File: src/pkg/xbus_consts.vh
// Constants for the external parallel bus interface
`ifndef XBUS_CONSTS_VH
`define XBUS_CONSTS_VH

// Wait-state field positions and reset value (3-bit fields)
`define WS_FIELD_W 3
`define WS_PSL_LSB 0
`define WS_PSU_LSB 3
`define WS_DS_LSB 6
`define WS_IS_LSB 9
`define WS_CFG_W 12
`define WS_CFG_RESET 12'hfff

// Address bit that splits program space into lower and upper halves
`define PROG_UPPER_BIT 15

// Space codes
`define SPACE_PROG 2'h0
`define SPACE_DATA 2'h1
`define SPACE_IO 2'h2

// Sequencer states, one-hot
`define ST_IDLE 3'h1
`define ST_EXTERNAL_CYCLE_STROBE_N 3'h2
`define ST_TAIL 3'h4

// Access kinds, one-hot
`define KIND_WR 3'h1
`define KIND_RD 3'h2
`define KIND_PF 3'h4

// Clock timing: MCLK period and machine cycle length
`define MCLK_PERIOD_PS 8000
`define MACHINE_CYCLE_PS 16000
`define HALVES_PER_MC (`MACHINE_CYCLE_PS / `MCLK_PERIOD_PS)

`endif

File: src/hw/ready_sync.v
// Three-stage synchroniser with agreement filter for the ready pin
`timescale 1ns/100ps
module ready_sync (
	// Clock and reset
	input wire MCLK,
	input wire RST_B,
	// Pin in, filtered level out
	input wire PIN,
	output reg LEVEL
);
	reg s1_r;
	reg s2_r;
	reg s3_r;

	// Only the second stage reads the first; a change counts once stages two and three agree
	always @(posedge MCLK) begin
		if (!RST_B) begin
			s1_r <= 1'b1;
			s2_r <= 1'b1;
			s3_r <= 1'b1;
			LEVEL <= 1'b1;
		end else begin
			s1_r <= PIN;
			s2_r <= s1_r;
			s3_r <= s2_r;
			if (s2_r == s3_r) begin
				LEVEL <= s3_r;
			end
		end
	end
endmodule

File: src/hw/wait_state_config.v
// Software wait-state configuration register
`timescale 1ns/100ps
`include "xbus_consts.vh"
module wait_state_config (
	// Clock and reset
	input wire MCLK,
	input wire RST_B,
	// Core write port
	input wire WE,
	input wire [15:0] WDATA,
	// Current configuration, upper bits read as zero
	output reg [15:0] CFG
);
	always @(posedge MCLK) begin
		if (!RST_B) begin
			CFG <= {4'h0, `WS_CFG_RESET};
		end else if (WE) begin
			CFG <= {4'h0, WDATA[`WS_CFG_W-1:0]};
		end
	end
endmodule

File: src/hw/ext_bus_if.v
// External parallel bus sequencer: program, data and I/O accesses on one bus
`timescale 1ns/100ps
`include "xbus_consts.vh"
module ext_bus_if #(
	parameter AW = 16,
	parameter DW = 16
) (
	// Clock and reset
	input wire MCLK,
	input wire RST_B,
	// Mode control
	input wire RD_FUNC_SEL,
	input wire CFG_WE,
	input wire [15:0] CFG_WDATA,
	output wire [15:0] WAIT_CFG,
	// Core data write request
	input wire WR_REQ,
	input wire [AW-1:0] WR_ADDR,
	input wire [DW-1:0] WR_DATA,
	input wire WR_IO,
	input wire WR_GLOBAL,
	output reg WR_DONE,
	// Core data read request
	input wire RD_REQ,
	input wire [AW-1:0] RD_ADDR,
	input wire RD_IO,
	input wire RD_GLOBAL,
	output reg RD_DONE,
	output reg [DW-1:0] RD_DATA,
	// Core program fetch request
	input wire PF_REQ,
	input wire [AW-1:0] PF_ADDR,
	output reg PF_DONE,
	output reg [DW-1:0] PF_DATA,
	// External address and space selects
	output reg [AW-1:0] ADDR,
	output reg PS_N,
	output reg DS_N,
	output reg IS_N,
	// External data bus
	input wire [DW-1:0] DATA_I,
	output reg [DW-1:0] DATA_O,
	output reg DATA_OE,
	// External control
	output reg RW,
	output reg EXTERNAL_CYCLE_STROBE_N_N,
	output reg RD_N,
	output reg WE_N,
	output reg BR_N,
	input wire READY
);
	reg [2:0] state_r;
	reg ph_r;
	reg [2:0] ws_r;
	reg need_rdy_r;
	reg [2:0] kind_r;
	reg [1:0] space_r;
	reg glob_r;
	reg [AW-1:0] addr_nxt;
	reg [DW-1:0] wdata_nxt;
	reg [2:0] kind_nxt;
	reg [1:0] space_nxt;
	reg glob_nxt;
	reg start_nxt;
	wire ready_s;
	wire [15:0] cfg;
	wire mc_end;
	wire any_done;

	// Programmed wait states for the space and address of an access
	function [2:0] ws_sel;
		input [15:0] c;
		input [1:0] sp;
		input [AW-1:0] a;
		begin
			case (sp)
			`SPACE_DATA: ws_sel = c[`WS_DS_LSB +: `WS_FIELD_W];
			`SPACE_IO: ws_sel = c[`WS_IS_LSB +: `WS_FIELD_W];
			default: begin
				if (a[`PROG_UPPER_BIT]) begin
					ws_sel = c[`WS_PSU_LSB +: `WS_FIELD_W];
				end else begin
					ws_sel = c[`WS_PSL_LSB +: `WS_FIELD_W];
				end
			end
			endcase
		end
	endfunction

	ready_sync u_ready_sync (
		.MCLK(MCLK),
		.RST_B(RST_B),
		.PIN(READY),
		.LEVEL(ready_s)
	);

	wait_state_config u_wait_cfg (
		.MCLK(MCLK),
		.RST_B(RST_B),
		.WE(CFG_WE),
		.WDATA(CFG_WDATA),
		.CFG(cfg)
	);

	assign WAIT_CFG = cfg;
	// Machine-cycle boundary: second half of the two-clock machine cycle
	assign mc_end = ph_r;
	// A request is still high in the cycle its done pulse shows; do not start it twice
	assign any_done = WR_DONE | RD_DONE | PF_DONE;

	// Pick the next access by priority; I/O differs from memory in its select and wait-state field, and never pulls BR_N low
	always @* begin
		start_nxt = 1'b0;
		kind_nxt = `KIND_PF;
		space_nxt = `SPACE_PROG;
		glob_nxt = 1'b0;
		addr_nxt = PF_ADDR;
		wdata_nxt = WR_DATA;
		if (!any_done) begin
			if (WR_REQ) begin
				start_nxt = 1'b1;
				kind_nxt = `KIND_WR;
				space_nxt = WR_IO ? `SPACE_IO : `SPACE_DATA;
				glob_nxt = WR_GLOBAL & ~WR_IO;
				addr_nxt = WR_ADDR;
			end else if (RD_REQ) begin
				start_nxt = 1'b1;
				kind_nxt = `KIND_RD;
				space_nxt = RD_IO ? `SPACE_IO : `SPACE_DATA;
				glob_nxt = RD_GLOBAL & ~RD_IO;
				addr_nxt = RD_ADDR;
			end else if (PF_REQ) begin
				start_nxt = 1'b1;
			end
		end
	end

	always @(posedge MCLK) begin
		if (!RST_B) begin
			// Synchronous reset drops every strobe at once, aborting any cycle
			state_r <= `ST_IDLE;
			ph_r <= 1'b0;
			ws_r <= 3'h0;
			need_rdy_r <= 1'b0;
			kind_r <= `KIND_PF;
			space_r <= `SPACE_PROG;
			glob_r <= 1'b0;
			ADDR <= {AW{1'b0}};
			PS_N <= 1'b1;
			DS_N <= 1'b1;
			IS_N <= 1'b1;
			DATA_O <= {DW{1'b0}};
			DATA_OE <= 1'b0;
			RW <= 1'b1;
			EXTERNAL_CYCLE_STROBE_N_N <= 1'b1;
			RD_N <= 1'b1;
			WE_N <= 1'b1;
			BR_N <= 1'b1;
			WR_DONE <= 1'b0;
			RD_DONE <= 1'b0;
			PF_DONE <= 1'b0;
			RD_DATA <= {DW{1'b0}};
			PF_DATA <= {DW{1'b0}};
		end else begin
			WR_DONE <= 1'b0;
			RD_DONE <= 1'b0;
			PF_DONE <= 1'b0;
			case (state_r)
			`ST_IDLE: begin
				ph_r <= 1'b0;
				EXTERNAL_CYCLE_STROBE_N_N <= 1'b1;
				WE_N <= 1'b1;
				DATA_OE <= 1'b0;
				BR_N <= 1'b1;
				PS_N <= 1'b1;
				DS_N <= 1'b1;
				IS_N <= 1'b1;
				RW <= 1'b1;
				RD_N <= RD_FUNC_SEL ? 1'b0 : 1'b1;
				if (start_nxt) begin
					state_r <= `ST_EXTERNAL_CYCLE_STROBE_N;
					kind_r <= kind_nxt;
					space_r <= space_nxt;
					glob_r <= glob_nxt;
					ADDR <= addr_nxt;
					DATA_O <= wdata_nxt;
					PS_N <= (space_nxt == `SPACE_PROG) ? 1'b0 : 1'b1;
					DS_N <= (space_nxt == `SPACE_DATA) ? 1'b0 : 1'b1;
					IS_N <= (space_nxt == `SPACE_IO) ? 1'b0 : 1'b1;
					RW <= (kind_nxt == `KIND_WR) ? 1'b0 : 1'b1;
					EXTERNAL_CYCLE_STROBE_N_N <= 1'b0;
					BR_N <= ~glob_nxt;
					ws_r <= ws_sel(cfg, space_nxt, addr_nxt);
					need_rdy_r <= (ws_sel(cfg, space_nxt, addr_nxt) != 3'h0);
					if (kind_nxt == `KIND_WR) begin
						RD_N <= RD_FUNC_SEL ? 1'b1 : 1'b1;
					end else begin
						RD_N <= 1'b0;
					end
				end
			end
			`ST_EXTERNAL_CYCLE_STROBE_N: begin
				ph_r <= ~ph_r;
				if (kind_r == `KIND_WR && !ph_r) begin
					// Drive the bus half a cycle after the strobe so a read driver can let go
					DATA_OE <= 1'b1;
					WE_N <= 1'b0;
				end
				if (mc_end) begin
					if (ws_r != 3'h0) begin
						ws_r <= ws_r - 3'h1;
					end else if (need_rdy_r && !ready_s) begin
						// No time-out: a device that never answers stalls the bus
						ws_r <= 3'h0;
					end else if (kind_r == `KIND_WR) begin
						state_r <= `ST_TAIL;
						EXTERNAL_CYCLE_STROBE_N_N <= 1'b1;
						WE_N <= 1'b1;
					end else begin
						state_r <= `ST_IDLE;
						EXTERNAL_CYCLE_STROBE_N_N <= 1'b1;
						BR_N <= 1'b1;
						PS_N <= 1'b1;
						DS_N <= 1'b1;
						IS_N <= 1'b1;
						RD_N <= RD_FUNC_SEL ? 1'b0 : 1'b1;
						if (kind_r == `KIND_RD) begin
							RD_DATA <= DATA_I;
							RD_DONE <= 1'b1;
						end else begin
							PF_DATA <= DATA_I;
							PF_DONE <= 1'b1;
						end
					end
				end
			end
			`ST_TAIL: begin
				// Second write cycle: hold data one half, then release the bus
				ph_r <= ~ph_r;
				if (!ph_r) begin
					DATA_OE <= 1'b0;
				end else begin
					state_r <= `ST_IDLE;
					WR_DONE <= 1'b1;
					BR_N <= 1'b1;
					PS_N <= 1'b1;
					DS_N <= 1'b1;
					IS_N <= 1'b1;
					RW <= 1'b1;
					RD_N <= RD_FUNC_SEL ? 1'b0 : 1'b1;
				end
			end
			default: begin
				state_r <= `ST_IDLE;
				ph_r <= 1'b0;
				EXTERNAL_CYCLE_STROBE_N_N <= 1'b1;
				WE_N <= 1'b1;
				DATA_OE <= 1'b0;
			end
			endcase
		end
	end
endmodule

File: config.mk
export PLATFORM = sky130hd
export DESIGN_NAME = ext_bus_if
export DESIGN_NICKNAME = d
export VERILOG_FILES = /design/src/hw/ready_sync.v /design/src/hw/wait_state_config.v /design/src/hw/ext_bus_if.v
export VERILOG_INCLUDE_DIRS = /design/src /design/src/pkg
export SDC_FILE = /design/constraint.sdc
export NUM_CORES = 1
export LEC_CHECK = 0
export ABC_AREA = 0
export BUFFER_PORTS_ARGS = -buffer_cell sky130_fd_sc_hd__buf_4
export CAP_MARGIN = 10
export CELL_PAD_IN_SITES_DETAIL_PLACEMENT = 2
export CELL_PAD_IN_SITES_GLOBAL_PLACEMENT = 2
export CORE_ASPECT_RATIO = 0.5
export CORE_MARGIN = 10
export CORE_UTILIZATION = 29
export DETAILED_ROUTE_END_ITERATION = 7
export GPL_ROUTABILITY_DRIVEN = 0
export PLACE_DENSITY = 0.93
export SYNTH_ARGS = -nofsm -noshare
export SYNTH_HDL_FRONTEND = slang
export SYNTH_SLANG_ARGS = --single-unit
File: constraint.sdc
create_clock -name MCLK -period 7.38 [get_ports MCLK]
set_input_delay 0.369 -clock MCLK [delete_from_list [all_inputs] [get_ports MCLK]]
set_output_delay 0.369 -clock MCLK [all_outputs]
set_load 0.02 [all_outputs]
==> flow_metrics.tcl, run 1 <==
set metrics [dict create \
    synth_top_area_share_pct 44.4 \
    finalSetupViolations 0 \
    syn_avg_cell_area_sq_um 8.85 \
    worstHoldEndpoint "u_ready_sync.s1_r" \
    drive_gt1_share_pct 31.4 \
    overflow 0 \
    rsz0062_at_grt "no" \
    swShare_pct 34.8 \
    criticalPathCategory "reg -> reg" \
    vdd_ir_drop_max_v 0.000114 \
    final_max_slew_viol_count 0 \
    cts_max_path_buffers 2 \
    htreeDepth 3 \
    post_cts_buffers 0 \
    core_sq_um 15500 \
    period_needed_ns 2.51 \
    ios 200 \
    synthDistinctLibCells 46 \
    dieArea_sq_um 21800 \
    synthTopCellsByCount "103 x dfxtp_1, 81 x nand2_1, 52 x mux2i_1" \
    ys.flop_type "dfxtp_1" \
    synth_area_sq_um 4650 \
    num_vias 4548 \
    die_h_microns 110 \
    path_max_fanout 8 \
    initial_utilization_pct 29.9 \
    dr.pass1.iters 4 \
    cts_tree "yes" \
    cp.required_ns 7.63 \
    startpoint_type "flop" \
    n_antenna_cell 0 \
    antenna_found_initial 0 \
    dp_hpwl_microns 14900 \
    grt.total_usage_pct 17.8 \
    numPortBuffers 191 \
    synth_top_cell_by_area "dfxtp_1" \
    regArea_sq_um 2060 \
    p_clk_share_pct 30.7 \
    synth_edf_count 0 \
    worst_clock_skew_ns 0.0147 \
    dp.cells 889 \
    worstMarginPinSlew_ns 1.00 \
    fillCellCount 1726 \
    rows 32 \
    vias_per_cell 5.03 \
    ant_nets 0 \
    grt_pass1_wl_microns 30100 \
    finalHoldViolations 0 \
    seqPwrFrac_pct 41.6 \
    hold_start "READY" \
    die_x_microns 199 \
    combPwrFrac_pct 27.7 \
    grt_pass1_vias 5136 \
    fmax_mhz 399 \
    ys_seq_area_share_pct 44.4 \
    reg2reg_depth 6 \
    async_flop_share_pct 0 \
    fin_crit_sh_pct 34.0 \
    hold_depth 2 \
    slew_headroom_pct 32.7 \
    drtIter0Drc 127 \
    synth_area_leaders "dfxtp_1 44%, mux2i_1 11%, nand2_1 6.5%, a21boi_0 5.3%, nor2b_1 4.7%" \
    clk_pin_slew_worst_paths_ns 0.09 \
    power_density_nw_per_um2 241 \
    cell_internal_pwr_w 0.00102 \
    area_delta_synth_final_pct 40.0 \
    ff2ff_setup_slack_ns 4.87 \
    tns_ns 0 \
    cts_sinks 103 \
    r2r_end "state_r[1]" \
    crit_path_end_kind "flop" \
    nNetsFinal 809 \
    multi_input_area_sq_um 2410 \
    clk-insertion-delay-late_ns 0.36 \
    max_cap_violations 0 \
    yosys.cell_count.top_type "dfxtp_1" \
    p_sw_w 0.000547 \
    hold_buffers 0 \
    cts-root-buf "clkbuf_16" \
    synth_warnings 0 \
    hp-class "in -> reg" \
    syn-instance-count 525 \
    drc_errors 0 \
    cts-resized-gates 0 \
    status "complete, no violations" \
    synth-seq-cells 103 \
    finalNonFillerCells 905 \
    arrival_ns 2.76 \
    cts_buffers 9 \
    r2r-start "state_r[2]" \
    drt_wl_total_microns 19700 \
    leakage_nw 2.72 \
    grt_start_max_net_pins 103 \
    utilization_pct 41.9 \
    routedWlPerCell_microns 21.8 \
]
==> metrics by stage <==
step / setup WS [ns] / power [W] / cell area, sq um / hold slack, ns
floorplan: 4.70 / 0.000895 / 4660 / 0.386
global placement: 4.79 / 0.00106 / 6220 / 0.397
detailed placement: 4.69 / 0.00110 / 6220 / 0.401
CTS: 4.86 / 0.00159 / 6510 / 0.183
global route: 4.72 / 0.00165 / 6510 / 0.200
finish: 4.87 / 0.00157 / 6510 / 0.195
==> layer usage <==
layer | up-vias | part of all wire (%) | global-route usage [%] | routed length, microns
met5 | - | 0 | 0 | 0
met4 | 0 | 2.1 | 5.35 | 406
met3 | 23 | 4.4 | 4.21 | 859
met2 | 100 | 56 | 36.0 | 11100
met1 | 2277 | 37 | 17.8 | 7400
li1 | 2148 | - | - | -
==> layout by cell type (no fill, tap or decap), types with 2 or more instances in the layout <==
cell       count
a21boi_0      33
a21oi_1       23
a221oi_1       2
a31oi_1        6
and2_1         4
and3_1         2
buf_4        196
clkbuf_16      9
conb_1         4
dfxtp_1      103
ha_1           5
inv_1          5
inv_8          3
mux2i_1       52
nand2_1       81
nand2b_1      14
nand3_1        2
nand3b_1       3
nor2_1        39
nor2_2         2
nor2b_1       35
nor3_1         3
nor3_2         3
nor3b_1        3
o211ai_1      16
o21ai_0       11
o21bai_1       3
o22a_1        14
o31ai_1        2
or3_1          4
==> flip-flops by register name, indices dropped and copies added (netlist names), 3 cells and up <==
register	flops
u_wait_cfg.CFG	12
state_r	3
ADDR	16
kind_r	3
RD_DATA	16
DATA_O	16
ws_r	3
PF_DATA	16
==> power by group through the flow <==
stage	registers, W	logic [W]	clock network [W]
5_1_grt	0.000659	0.000475	0.000521
3_3_place_gp	0.000656	0.000407	0
6_report	0.000653	0.000435	0.000482
3_5_place_dp	0.000664	0.000436	0
2_1_floorplan	0.000704	0.000191	0
4_1_cts	0.000653	0.000442	0.000497
==> area by class of cell <==
cell class	count	share of cell area [%]
inverter	5	0.288
clock inverter	7	0.980
timing repair buffer	196	22.6
multi-input combinational	381	37.1
clock buffer	9	3.46
sequential	103	31.7
tap	204	3.92
==> logic make-up after synthesis <==
family,after synthesis,synth area share [%]
AND/OR/NAND/NOR,200,20.5
AO/OA/AOI/OAI,120,18.2
flip-flops,103,44.4
multiplexers,52,11.2
buffers and inverters,44,4.31
adder cells (fa/ha/maj),5,1.35
other,1,0.0807
==> worst max-delay path, cell delays in order, from the launching register on <==
cell and delay [ns]:
dfxtp_1 0.51, inv_1 0.14, nor3_1 0.84, nor2_1 0.23
o21bai_1 0.30, nor2_1 0.09, o221a_2 0.28
==> worst max path at each step <==
stage,from,endpoint,slack (ns),cells past startpoint
finish,state_r[2],state_r[1],4.87,6
global placement,RD_REQ,ws_r[0],4.79,9
detailed placement,RD_REQ,ws_r[0],4.69,9
CTS,RD_DONE,ws_r[0],4.86,7
floorplan,RD_DONE,ws_r[0],4.70,8
global route,RD_DONE,ws_r[0],4.72,7
Power figures use the tool's default switching activity.
==> inputs of run 2 (changes only) <==
- CORE_UTILIZATION: 29 -> 27
- PLACE_DENSITY: 0.93 -> 0.88
- clock period: 7.38 -> 2.4 ns (I/O delays scaled with it)
==> run 2 against run 1 <==
Sequential power grew to 3.1 times the previous value; critical path depth is the same; via count up 0.13%; clock skew down 0.0038 ns; largest cell class unchanged.
==> flow_metrics.tcl, run 2 (same netlist as run 1, synthesis figures left out) <==
set metrics [dict create \
    endpoint "ws_r[0]" \
    initial_utilization_pct 27.9 \
    grt.total_usage_pct 16.3 \
    core_sq_um 16600 \
    crit_chain "nor3_2, nand2_1, ha_1, a221oi_1, or4_1, a31oi_1" \
    rsz0062_at_grt "no" \
    status "complete, no violations" \
    fin_crit_sh_pct 92.9 \
    grt_pass1_vias 5095 \
    post_cts_buffers 0 \
    cp_slowest_cell "or4_1" \
    leakage_nw 2.83 \
    power_density_nw_per_um2 714 \
    drtIter0Drc 161 \
    worst_clock_skew_ns 0.0109 \
    path_buf_inv 0 \
    r2r_end "ws_r[0]" \
    drive_gt1_share_pct 31.9 \
    crit_cells 6 \
    cts_max_path_buffers 2 \
    crit_path_end_kind "flop" \
    finalSetupViolations 0 \
    worstMarginPinSlew_ns 0.608 \
    reg2reg_depth 6 \
    area_delta_synth_final_pct 45.4 \
    clk-insertion-delay-late_ns 0.35 \
    layout_common_cells "204 x buf_4, 103 x dfxtp_1, 81 x nand2_1, 52 x mux2i_1, 39 x nor2_1" \
    overflow 0 \
    path_max_fanout 9 \
    slew_headroom_pct 58.9 \
    ff2ff_setup_slack_ns 0.17 \
    arrival_ns 2.51 \
    cts_tree "yes" \
    cts-resized-gates 0 \
    max_cap_violations 0 \
    slowest_delay_ns 0.55 \
    nNetsFinal 831 \
    rows 33 \
    criticalPathCategory "reg -> reg" \
    hold-worst-slack_ns 0.0172 \
    startpoint_type "flop" \
    clk_pin_slew_worst_paths_ns 0.08 \
    vdd_ir_drop_max_v 0.000371 \
    period_needed_ns 2.23 \
    antenna_found_initial 0 \
    htreeDepth 3 \
    startpoint "RD_DONE" \
    grt_pass1_wl_microns 30000 \
    dp_hpwl_microns 14400 \
    ios 200 \
    dr.pass1.iters 4 \
    cts-root-buf "clkbuf_16" \
    cp.required_ns 2.68 \
    cts_buffers 9 \
    cp_top_family "simple AND/OR/NAND/NOR gates" \
    hold_buffers 11 \
    hp-class "in -> reg" \
    tns_ns 0 \
    layout_commonest_cell "buf_4" \
    dieArea_sq_um 23200 \
    num_vias 4554 \
    n_antenna_cell 0 \
    routedWlPerCell_microns 20.8 \
    vias_per_cell 4.80 \
    die_h_microns 113 \
    fmax_mhz 448 \
    die_x_microns 206 \
    drt_wl_total_microns 19700 \
    ant_nets 0 \
    grt_start_max_net_pins 50 \
    drc_errors 0 \
    cts_sinks 103 \
    numPortBuffers 191 \
    finalHoldViolations 0 \
    r2r-start "RD_DONE" \
    final_max_slew_viol_count 0 \
    utilization_pct 40.6 \
]
run 2: through the flow:
stage	setup WS (ns)	cells	cell area, sq um	power [W]
finish	0.170	949	6760	0.00483
floorplan	0.000325	528	4670	0.00275
detailed placement	0.207	923	6370	0.00340
global route	0.0230	949	6760	0.00509
global placement	0.308	923	6370	0.00333
CTS	0.216	949	6760	0.00487
run 2: area by class of cell:
| type | instances | area [sq um] |
|---|---|---|
| Clock inverter | 5 | 41.3 |
| Sequential cell | 103 | 2060 |
| Multi-Input combinational cell | 381 | 2410 |
| Timing Repair Buffer | 218 | 1700 |
| Inverter | 5 | 18.8 |
| Tap cell | 227 | 284 |
| Fill cell | 1806 | 9880 |
| Clock buffer | 10 | 239 |
run 2: how the worst min path moves through the flow:
stage	cells past startpoint	start	slack, ns	to
2_1_floorplan	1	READY	0.22	u_ready_sync.s1_r
3_3_place_gp	2	READY	0.31	u_ready_sync.s1_r
3_5_place_dp	2	READY	0.31	u_ready_sync.s1_r
4_1_cts	3	WR_DATA[14]	0.01	DATA_O[14]
5_1_grt	3	CFG_WDATA[0]	0.01	u_wait_cfg.CFG[0]
6_report	3	WR_DATA[11]	0.02	DATA_O[11]
run 2: worst min-delay path, stage by stage:
cell      delay [ns]
buf_4           0.11
nand2_1         0.04
a21boi_0        0.06
run 2: per-layer routing:
layer	track usage, %	part of all wire (%)	routed length, microns	vias to the layer above
met4	3.36	0.98	193	0
met3	3.76	3.7	724	14
met2	32.5	56	11000	81
li1	-	-	-	2188
met1	17.0	39	7760	2271
met5	0	0	0	-
run 2: report_power, final:
| group | total [W] | internal [W] | leakage [nW] | switching [W] |
|---|---|---|---|---|
| combinational | 0.00139 | 0.000583 | 1.85 | 0.000804 |
| clock | 0.00144 | 0.000741 | 0.137 | 0.000700 |
| sequential | 0.00200 | 0.00188 | 0.843 | 0.000119 |
